==> config.mk <==
export PLATFORM = sky130hd
export DESIGN_NAME = scan_ctrl_dev_flat
export DESIGN_NICKNAME = d
export VERILOG_FILES = /design/src/scan_ctrl_pkg.sv /design/src/scan_ctrl_if.sv /design/src/scan_ctrl_dev.sv /design/src/flat_wrapper.sv
export SDC_FILE = /design/constraint.sdc
export NUM_CORES = 1
export LEC_CHECK = 0
export ABC_AREA = 1
export BUFFER_PORTS_ARGS = -buffer_cell sky130_fd_sc_hd__buf_4
export CORE_ASPECT_RATIO = 1.1
export CORE_UTILIZATION = 45
export CTS_CLUSTER_DIAMETER = 40
export DETAILED_ROUTE_END_ITERATION = 8
export GPL_TIMING_DRIVEN = 0
export PLACE_DENSITY = 0.61
export SYNTH_ARGS = -nofsm -noshare
export SYNTH_HDL_FRONTEND = slang
export SYNTH_SLANG_ARGS = --single-unit
export TNS_END_PERCENT = 1
==> constraint.sdc <==
create_clock -name I_CLK -period 1.4 [get_ports I_CLK]
set_input_delay 0.35 -clock I_CLK [delete_from_list [all_inputs] [get_ports I_CLK]]
set_output_delay 0.35 -clock I_CLK [all_outputs]
set_load 0.005 [all_outputs]
==> src/scan_ctrl_pkg.sv <==
`default_nettype none
package scan_ctrl_pkg;
    // register byte addresses on the serial control port
    localparam logic [7:0] ADDR_SAT_LO      = 8'h2E;
    localparam logic [7:0] ADDR_SAT_HI      = 8'h2F;
    localparam logic [7:0] ADDR_GPO_LO      = 8'h34;
    localparam logic [7:0] ADDR_GPO_HI      = 8'h35;
    localparam logic [7:0] ADDR_CMD_LO      = 8'h60;
    localparam logic [7:0] ADDR_CMD_HI      = 8'h61;
    // config command space entry for the general outputs
    localparam logic [7:0] CCS_GPO_ENTRY    = 8'h20;
    // command-low field positions
    localparam int BIT_SWRST    = 0;
    localparam int BIT_UC_EN    = 1;
    localparam int BIT_BARS     = 2;
    localparam int BIT_CLRDONE  = 3;
    localparam int BIT_REDET    = 4;
    localparam int BIT_RECAL    = 5;
    localparam int BIT_RECOMP   = 6;
    localparam int BIT_TBL_EN   = 7;
    // command-high field positions
    localparam int BIT_CAL_BYP  = 0;
    localparam int BIT_DET_BYP  = 1;
    localparam int BIT_CENTRE   = 2;
    localparam int BIT_MCAL_NEW = 3;
    localparam int FLK_LSB      = 4;
    localparam int FLK_MSB      = 7;
    // self-clearing command bits of each command byte
    localparam logic [7:0] SELF_CLR_LO = 8'h79;
    localparam logic [7:0] SELF_CLR_HI = 8'h08;
    // values
    localparam logic [7:0] ZERO_BYTE   = 8'h00;
    localparam logic [5:0] SAT_MASK    = 6'h3F;
    localparam logic [3:0] FLK_MAX     = 4'h8;
    localparam logic [7:0] GPO_BIT0    = 8'h01;
    // cycles the controller model spends on each command
    localparam logic [3:0] CMD_CYCLES  = 4'h4;
    // host-side register map for its own command port
    localparam logic [1:0] HOST_ADDR_DATA = 2'h0;
    localparam logic [1:0] HOST_ADDR_GO   = 2'h1;
    localparam logic [1:0] HOST_ADDR_STAT = 2'h2;
    localparam logic [1:0] HOST_ADDR_RDAT = 2'h3;
endpackage
`default_nettype wire
==> src/scan_ctrl_if.sv <==
`default_nettype none
// register port between host and converter
interface scan_ctrl_if;
    logic       wr;      // write strobe
    logic       rd;      // read strobe
    logic [7:0] addr;    // register address
    logic [7:0] wdata;   // write data
    logic [7:0] rdata;   // read data, cycle after rd
    logic       ccs_wr;  // config command space write
    modport dev  (input wr, rd, addr, wdata, ccs_wr, output rdata);
    modport host (output wr, rd, addr, wdata, ccs_wr, input rdata);
endinterface
`default_nettype wire

==> src/scan_ctrl_dev.sv <==
// Implementation choice: the address-and-strobe port.
`default_nettype none
module scan_ctrl_dev
    import scan_ctrl_pkg::*;
(
    input  wire logic       I_CLK,
    input  wire logic       I_RESET,
    input  wire logic       I_CE,
    scan_ctrl_if.dev        bus,
    input  wire logic       I_MODE_DONE,
    input  wire logic       I_UC_GPO0,
    output logic [7:0]      O_GPO,
    output logic [5:0]      O_SAT_GAIN,
    output logic [3:0]      O_FLICKER,
    output logic            O_BARS,
    output logic            O_CENTRE,
    output logic            O_TEST_MODE,
    output logic            O_UC_RUN,
    output logic            O_SWRST,
    output logic            O_REDETECT,
    output logic            O_RECAL,
    output logic            O_TBL_RESET,
    output logic            O_RECOMPUTE,
    output logic            O_TBL_STORE,
    output logic            O_CAL_SAMPLE,
    output logic            O_DET_SAMPLE,
    output logic            O_MCAL_TAKE,
    output logic            O_MODE_DONE
);
    // =======================================================
    // storage
    // =======================================================
    typedef enum logic [1:0] {UC_IDLE = 2'b00, UC_BUSY = 2'b01, UC_DONE = 2'b11} uc_type;
    logic [5:0] sat_r;          // saturation coefficient
    logic [7:0] gpo_r;          // general output register, as written
    logic [7:0] gpo_hi_r;       // reserved upper byte
    logic [7:0] ccs_gpo_r;      // command-space copy of outputs
    logic [7:0] cmd_lo_r;       // command word low
    logic [7:0] cmd_hi_r;       // command word high
    logic       done_r;         // mode change done flag
    logic [7:0] rdata_r;        // read data register
    logic [7:0] pend_r;         // command bit being serviced
    logic [3:0] cnt_r;          // service countdown
    uc_type     uc_r;           // controller service state
    logic       sync1_r;        // mode-done pin sync stage 1
    logic       sync2_r;        // mode-done pin sync stage 2
    logic       g1_r;           // controller output bit sync 1
    logic       g2_r;           // controller output bit sync 2
    logic       done_q_r;       // delayed sync for edge detect

    // =======================================================
    // decode
    // =======================================================
    wire       wr_sat  = bus.wr && bus.addr == ADDR_SAT_LO;
    wire       wr_gpo  = bus.wr && bus.addr == ADDR_GPO_LO;
    wire       wr_gph  = bus.wr && bus.addr == ADDR_GPO_HI;
    wire       wr_clo  = bus.wr && bus.addr == ADDR_CMD_LO;
    wire       wr_chi  = bus.wr && bus.addr == ADDR_CMD_HI;
    wire       uc_on   = cmd_lo_r[BIT_UC_EN];
    wire       done_ev = sync2_r && !done_q_r;
    // lowest pending self-clearing bit of the low byte; the high byte's bit only when low has none
    wire [7:0] req_lo  = cmd_lo_r & SELF_CLR_LO;
    wire [7:0] req_hi  = cmd_hi_r & SELF_CLR_HI;
    wire [7:0] pick_lo = req_lo & (~req_lo + 8'h01);
    wire       take_hi = (req_lo == ZERO_BYTE) && (req_hi != ZERO_BYTE);
    // clear the serviced bit as the service finishes
    wire       finish  = (uc_r == UC_DONE);
    wire [7:0] rd_mux  =
        (bus.addr == ADDR_SAT_LO) ? {2'b00, sat_r} :
        (bus.addr == ADDR_GPO_LO) ? gpo_r :
        (bus.addr == ADDR_GPO_HI) ? gpo_hi_r :
        (bus.addr == ADDR_CMD_LO) ? cmd_lo_r :
        (bus.addr == ADDR_CMD_HI) ? cmd_hi_r : ZERO_BYTE;
    // the high byte reuses pend_r bit positions; mark it with pend_hi_r flag
    logic pend_hi_r;            // serviced bit lives in the high byte

    // =======================================================
    // synchronisers for the controller's own inputs
    // =======================================================
    always_ff @(posedge I_CLK)
    begin
        if (I_RESET)
        begin
            sync1_r  <= 1'b0;
            sync2_r  <= 1'b0;
            done_q_r <= 1'b0;
            g1_r     <= 1'b0;
            g2_r     <= 1'b0;
        end
        else if (I_CE)
        begin
            sync1_r  <= I_MODE_DONE;
            sync2_r  <= sync1_r;
            done_q_r <= sync2_r;
            g1_r     <= I_UC_GPO0;
            g2_r     <= g1_r;
        end
    end

    // =======================================================
    // host-written registers
    // =======================================================
    always_ff @(posedge I_CLK)
    begin
        if (I_RESET)
        begin
            sat_r     <= 6'h00;
            gpo_r     <= ZERO_BYTE;
            gpo_hi_r  <= ZERO_BYTE;
            ccs_gpo_r <= ZERO_BYTE;
            rdata_r   <= ZERO_BYTE;
        end
        else if (I_CE)
        begin
            if (wr_sat)
                sat_r <= bus.wdata[5:0] & SAT_MASK;
            if (bus.ccs_wr && bus.addr == CCS_GPO_ENTRY)
                ccs_gpo_r <= bus.wdata & ~GPO_BIT0;
            if (wr_gpo)
                gpo_r <= bus.wdata;
            if (wr_gph)
                gpo_hi_r <= bus.wdata;
            if (bus.rd)
                rdata_r <= rd_mux;
        end
    end

    // =======================================================
    // command words: host sets, controller clears, set wins
    // =======================================================
    always_ff @(posedge I_CLK)
    begin
        if (I_RESET)
        begin
            cmd_lo_r <= ZERO_BYTE;
            cmd_hi_r <= ZERO_BYTE;
        end
        else if (I_CE)
        begin
            if (wr_clo)
                cmd_lo_r <= bus.wdata;
            else if (finish && !pend_hi_r)
                cmd_lo_r <= cmd_lo_r & ~pend_r;
            if (wr_chi)
                cmd_hi_r <= bus.wdata;
            else if (finish && pend_hi_r)
                cmd_hi_r <= cmd_hi_r & ~pend_r;
        end
    end

    // =======================================================
    // controller model: one command at a time, fixed service
    // =======================================================
    always_ff @(posedge I_CLK)
    begin
        if (I_RESET)
        begin
            uc_r      <= UC_IDLE;
            pend_r    <= ZERO_BYTE;
            pend_hi_r <= 1'b0;
            cnt_r     <= 4'h0;
        end
        else if (I_CE)
        begin
            case (uc_r)
                UC_IDLE:
                begin
                    if (uc_on && (req_lo != ZERO_BYTE || take_hi))
                    begin
                        pend_r    <= take_hi ? req_hi : pick_lo;
                        pend_hi_r <= take_hi;
                        cnt_r     <= CMD_CYCLES;
                        uc_r      <= UC_BUSY;
                    end
                end
                UC_BUSY:
                begin
                    cnt_r <= cnt_r - 4'h1;
                    if (cnt_r == 4'h1)
                        uc_r <= UC_DONE;
                end
                UC_DONE:
                begin
                    pend_r    <= ZERO_BYTE;
                    pend_hi_r <= 1'b0;
                    uc_r      <= UC_IDLE;
                end
                default:
                    uc_r <= UC_IDLE;
            endcase
        end
    end

    // =======================================================
    // done flag and registered outputs
    // =======================================================
    wire start = (uc_r == UC_IDLE) && uc_on && (req_lo != ZERO_BYTE || take_hi);
    wire [7:0] start_bit = take_hi ? ZERO_BYTE : pick_lo;
    always_ff @(posedge I_CLK)
    begin
        if (I_RESET)
        begin
            done_r       <= 1'b0;
            O_GPO        <= ZERO_BYTE;
            O_SAT_GAIN   <= 6'h00;
            O_FLICKER    <= 4'h0;
            O_BARS       <= 1'b0;
            O_CENTRE     <= 1'b0;
            O_TEST_MODE  <= 1'b0;
            O_UC_RUN     <= 1'b0;
            O_SWRST      <= 1'b0;
            O_REDETECT   <= 1'b0;
            O_RECAL      <= 1'b0;
            O_TBL_RESET  <= 1'b0;
            O_RECOMPUTE  <= 1'b0;
            O_TBL_STORE  <= 1'b0;
            O_CAL_SAMPLE <= 1'b0;
            O_DET_SAMPLE <= 1'b0;
            O_MCAL_TAKE  <= 1'b0;
            O_MODE_DONE  <= 1'b0;
        end
        else if (I_CE)
        begin
            if (done_ev)
                done_r <= 1'b1;
            else if (start && start_bit[BIT_CLRDONE])
                done_r <= 1'b0;
            O_MODE_DONE  <= done_r;
            O_GPO        <= {gpo_r[7:1], uc_on ? g2_r : gpo_r[0]};
            O_SAT_GAIN   <= sat_r;
            O_FLICKER    <= (cmd_hi_r[FLK_MSB:FLK_LSB] > FLK_MAX)
                            ? FLK_MAX : cmd_hi_r[FLK_MSB:FLK_LSB];
            O_BARS       <= cmd_lo_r[BIT_BARS];
            O_CENTRE     <= cmd_hi_r[BIT_CENTRE];
            O_TEST_MODE  <= gpo_hi_r != ZERO_BYTE;
            O_UC_RUN     <= uc_on;
            O_SWRST      <= start && start_bit[BIT_SWRST];
            O_REDETECT   <= start && start_bit[BIT_REDET];
            O_RECAL      <= start && (start_bit[BIT_RECAL] || start_bit[BIT_REDET]);
            O_TBL_RESET  <= start && start_bit[BIT_RECAL] && cmd_lo_r[BIT_TBL_EN];
            O_RECOMPUTE  <= start && start_bit[BIT_RECOMP];
            O_TBL_STORE  <= cmd_lo_r[BIT_TBL_EN];
            O_CAL_SAMPLE <= uc_on && !cmd_hi_r[BIT_CAL_BYP];
            O_DET_SAMPLE <= uc_on && !cmd_hi_r[BIT_DET_BYP];
            O_MCAL_TAKE  <= start && take_hi;
        end
    end

    assign bus.rdata = rdata_r;
endmodule
`default_nettype wire

==> src/flat_wrapper.sv <==
// flat-port wrapper written by rule: the top's interface ports become plain ports
module scan_ctrl_dev_flat import scan_ctrl_pkg::*;
  (I_CLK, I_RESET, I_CE, I_MODE_DONE, I_UC_GPO0, O_GPO, O_SAT_GAIN, O_FLICKER, O_BARS, O_CENTRE, O_TEST_MODE, O_UC_RUN, O_SWRST, O_REDETECT, O_RECAL, O_TBL_RESET, O_RECOMPUTE, O_TBL_STORE, O_CAL_SAMPLE, O_DET_SAMPLE, O_MCAL_TAKE, O_MODE_DONE, bus_wr, bus_rd, bus_addr, bus_wdata, bus_ccs_wr, bus_rdata);
  scan_ctrl_if bus_i ();
  input  wire logic I_CLK;
  input  wire logic I_RESET;
  input  wire logic I_CE;
  input  wire logic I_MODE_DONE;
  input  wire logic I_UC_GPO0;
  output logic [7:0] O_GPO;
  output logic [5:0] O_SAT_GAIN;
  output logic [3:0] O_FLICKER;
  output logic O_BARS;
  output logic O_CENTRE;
  output logic O_TEST_MODE;
  output logic O_UC_RUN;
  output logic O_SWRST;
  output logic O_REDETECT;
  output logic O_RECAL;
  output logic O_TBL_RESET;
  output logic O_RECOMPUTE;
  output logic O_TBL_STORE;
  output logic O_CAL_SAMPLE;
  output logic O_DET_SAMPLE;
  output logic O_MCAL_TAKE;
  output logic O_MODE_DONE;
  input wire logic [$bits(bus_i.wr)-1:0] bus_wr;
  input wire logic [$bits(bus_i.rd)-1:0] bus_rd;
  input wire logic [$bits(bus_i.addr)-1:0] bus_addr;
  input wire logic [$bits(bus_i.wdata)-1:0] bus_wdata;
  input wire logic [$bits(bus_i.ccs_wr)-1:0] bus_ccs_wr;
  output wire logic [$bits(bus_i.rdata)-1:0] bus_rdata;
  assign bus_i.wr = bus_wr;
  assign bus_i.rd = bus_rd;
  assign bus_i.addr = bus_addr;
  assign bus_i.wdata = bus_wdata;
  assign bus_i.ccs_wr = bus_ccs_wr;
  assign bus_rdata = bus_i.rdata;
  scan_ctrl_dev u_core (.I_CLK(I_CLK), .I_RESET(I_RESET), .I_CE(I_CE), .bus(bus_i), .I_MODE_DONE(I_MODE_DONE), .I_UC_GPO0(I_UC_GPO0), .O_GPO(O_GPO), .O_SAT_GAIN(O_SAT_GAIN), .O_FLICKER(O_FLICKER), .O_BARS(O_BARS), .O_CENTRE(O_CENTRE), .O_TEST_MODE(O_TEST_MODE), .O_UC_RUN(O_UC_RUN), .O_SWRST(O_SWRST), .O_REDETECT(O_REDETECT), .O_RECAL(O_RECAL), .O_TBL_RESET(O_TBL_RESET), .O_RECOMPUTE(O_RECOMPUTE), .O_TBL_STORE(O_TBL_STORE), .O_CAL_SAMPLE(O_CAL_SAMPLE), .O_DET_SAMPLE(O_DET_SAMPLE), .O_MCAL_TAKE(O_MCAL_TAKE), .O_MODE_DONE(O_MODE_DONE));
endmodule
==> metrics.txt <==
Worst R2R Path Depth 8; CTS tree yes; status complete, no violations; commonest non-fill, non-tap cell in the layout nand2_1; worst min-delay path class in -> reg; hold_sp I_MODE_DONE; post-route minimum period 1320 ps; reg2reg start u_core.uc_r[1]; top-area cell type share of the netlist area 45.0%; count of different cell masters after synthesis 32; Root Driver clkbuf_8; Async SR Flop Fraction 0%; first-pass GRT wire length 19,000 um; H-tree levels 3; clock skew 8.53 ps; most used flip-flop cell after synthesis dfxtp_1; Synth area leader dfxtp_1; drt total wl 11,800 um; Hold WS 211 ps; clock buffer depth 2; Setup WS post-layout 83.2 ps; Slowest-stage cell, CP dfxtp_2; Power Density 969 nW/um^2; Rows 36; Initial Util 47.2%; largest cells by area after synthesis dfxtp_1, a21oi_1, nand2_1; max-cap check violation count 0; Tcrit/Tclk final 94.1%; met2 WL 5150 um; Slew @ Worst Pin 574 ps; Leak Pwr 2.07 nW; die area 9880 um^2; clk sinks 96; worst vdd ir 0.458 mV; Final Util 56.8%; DRC 0; vias in the first global route 3,758; I/O Buffers 61; number of warnings issued by yosys 0; core area 9050 um^2; Final Non-Filler Cells 781; DR vias/cell 5.23; crit path launch type flop; GP Congestion 0.871; CTS Buf Count 9; register area share after synthesis 45.0%; RSZ-0062 raised after global routing yes; DRT iter0 DRCs 297; final net count 688; GRT Resource Usage Total 25.0%; Skew-Pair Late Insertion Delay 370 ps; post-synthesis register bit count 96; fmax 0.759 GHz; die height 104 um; critical path class reg -> reg; count of pins over their slew limit 0; cell family with most CP delay simple AND/OR/NAND/NOR gates; Rel. slew slack 61.8%; hpwl dp 8740 um; most frequent CP cell nand2_1; clock transition at the registers of the reported paths 90 ps; syn nets 611; die width 94.9 um; metal1 wirelength 5830 um; Syn Inst Count 585; met3 WL 653 um; antenna viol nets, final 0; Worst EP required 1630 ps; Setup crit start u_core.uc_r[1]; placed cells 760; largest net degree at the start of global routing 16; Cell Chain, Critical Path nand2_1, inv_2, nand2_2, or2_4, nand2_2, nand2_1, nand2_1, a21oi_1; area delta synth->final 20.3%; CP max FO 7; Area after DPL 4870 um^2; RR Endpoint u_core.cmd_lo_r[5]; share of layout cells above drive strength 1 21.7%; Post-synth EDFFs 0; worst path bufs/invs 1; Mean Syn Cell Area 7.30 um^2; grt total ovfl 0; initial antenna violation count 0; most frequent cells in the layout nand2_1, dfxtp_1, a21oi_1, buf_4, o21ai_0; Final Hold Fails 0; DR pass1 iterations 4; Worst EP arrival 1540 ps; dpl ws -267 ps; fin area 5140 um^2; r2r setup slk 80 ps; I/O pins 64; Mapped Area 4270 um^2; Crit. End Element flop; Crit path depth 8; crit path to u_core.cmd_lo_r[5]; max layer used met4; Ant. Diodes 0; largest stage delay on the critical path 370 ps; Finish-stage setup viols 0; DR WL/cell 15.1 um; CTS Hold Bufs 0; via count 4,088
==> power by group <==
| group | switching (mW) | internal, mW | total (mW) |
|---|---|---|---|
| Combinational | 0.240 | 0.148 | 0.388 |
| Sequential | 0.0219 | 2.77 | 2.79 |
| Clock | 0.972 | 0.829 | 1.80 |
| Total | 1.23 | 3.75 | 4.98 |
==> per-stage QoR <==
stage | TNS (ps) | total power, mW
2_1_floorplan | 0 | 3.05
3_3_place_gp | -8370 | 3.24
3_5_place_dp | -9950 | 3.24
4_1_cts | 0 | 5.02
5_1_grt | -55.0 | 5.18
6_report | 0 | 4.98
==> worst register-to-register path, stage by stage, from the launching register on <==
cell and delay (ps):
dfxtp_2 370, nand2_1 70, inv_2 80, nand2_2 100
or2_4 270, nand2_2 120, nand2_1 60, nand2_1 50
a21oi_1 50
==> area by class of cell <==
type	instances	area [um^2]
flip-flops and latches	96	1930
well taps	114	143
plain buffers	27	140
fillers	884	3920
clock inverters	5	57.6
multi-input cells	395	1980
repair buffers	66	495
inverters	67	254
clock buffers	11	131
==> flip-flops by register name (all words and copies together), names as in the netlist, 5 cells and up <==
name	cells
u_core.cmd_lo_r	8
u_core.bus.rdata	8
u_core.O_SAT_GAIN	6
u_core.cmd_hi_r	8
u_core.sat_r	6
u_core.O_GPO	8
u_core.gpo_r	8
u_core.gpo_hi_r	8
u_core.pend_r	5
==> repair_timing <==
item,4_1_cts,5_1_grt
setup buffers,1,4
gates resized for setup,3,17
pin swaps,2,6
setup endpoints to repair,6,25
==> kinds of logic after synthesis <==
logic type / Yosys count / share of synthesized area, %
buffers and inverters: 94 / 9.23
flip-flops: 96 / 45.0
AO/OA/AOI/OAI: 161 / 19.0
adder cells (fa/ha/maj): 2 / 0.586
AND/OR/NAND/NOR: 232 / 26.2
==> worst min-delay path by stage <==
| stage | endpoint | slack [ps] | cells past startpoint |
|---|---|---|---|
| 2_1_floorplan | u_core.done_q_r | 440 | 2 |
| 3_3_place_gp | u_core.done_q_r | 440 | 2 |
| 3_5_place_dp | u_core.done_q_r | 450 | 2 |
| 4_1_cts | u_core.sync1_r | 200 | 3 |
| 5_1_grt | u_core.sync1_r | 210 | 3 |
| 6_report | u_core.sync1_r | 210 | 3 |
==> cell usage after synthesis, types with 2 or more instances <==
master,instances
dfxtp_1,96
nand2_1,95
a21oi_1,85
o21ai_0,62
inv_1,60
nand3_1,48
nor2_1,46
clkbuf_1,14
o21ai_1,11
nand2_2,9
buf_2,7
nand4_1,7
inv_2,6
buf_4,4
nor2_2,4
nor3_1,4
nand3_4,3
nor2_4,3
buf_6,2
ha_1,2
nand2_4,2
nand3_2,2
nor4_1,2
o211ai_1,2
or2_2,2
==> metal layers <==
layer / global-route usage [%] / vias to the layer above
met4: 6.71 / 0
li1: - / 2084
met3: 4.53 / 15
met1: 37.2 / 1859
met2: 36.7 / 130
met5: 0 / -
No activity file was read; power rests on OpenSTA's default activity.
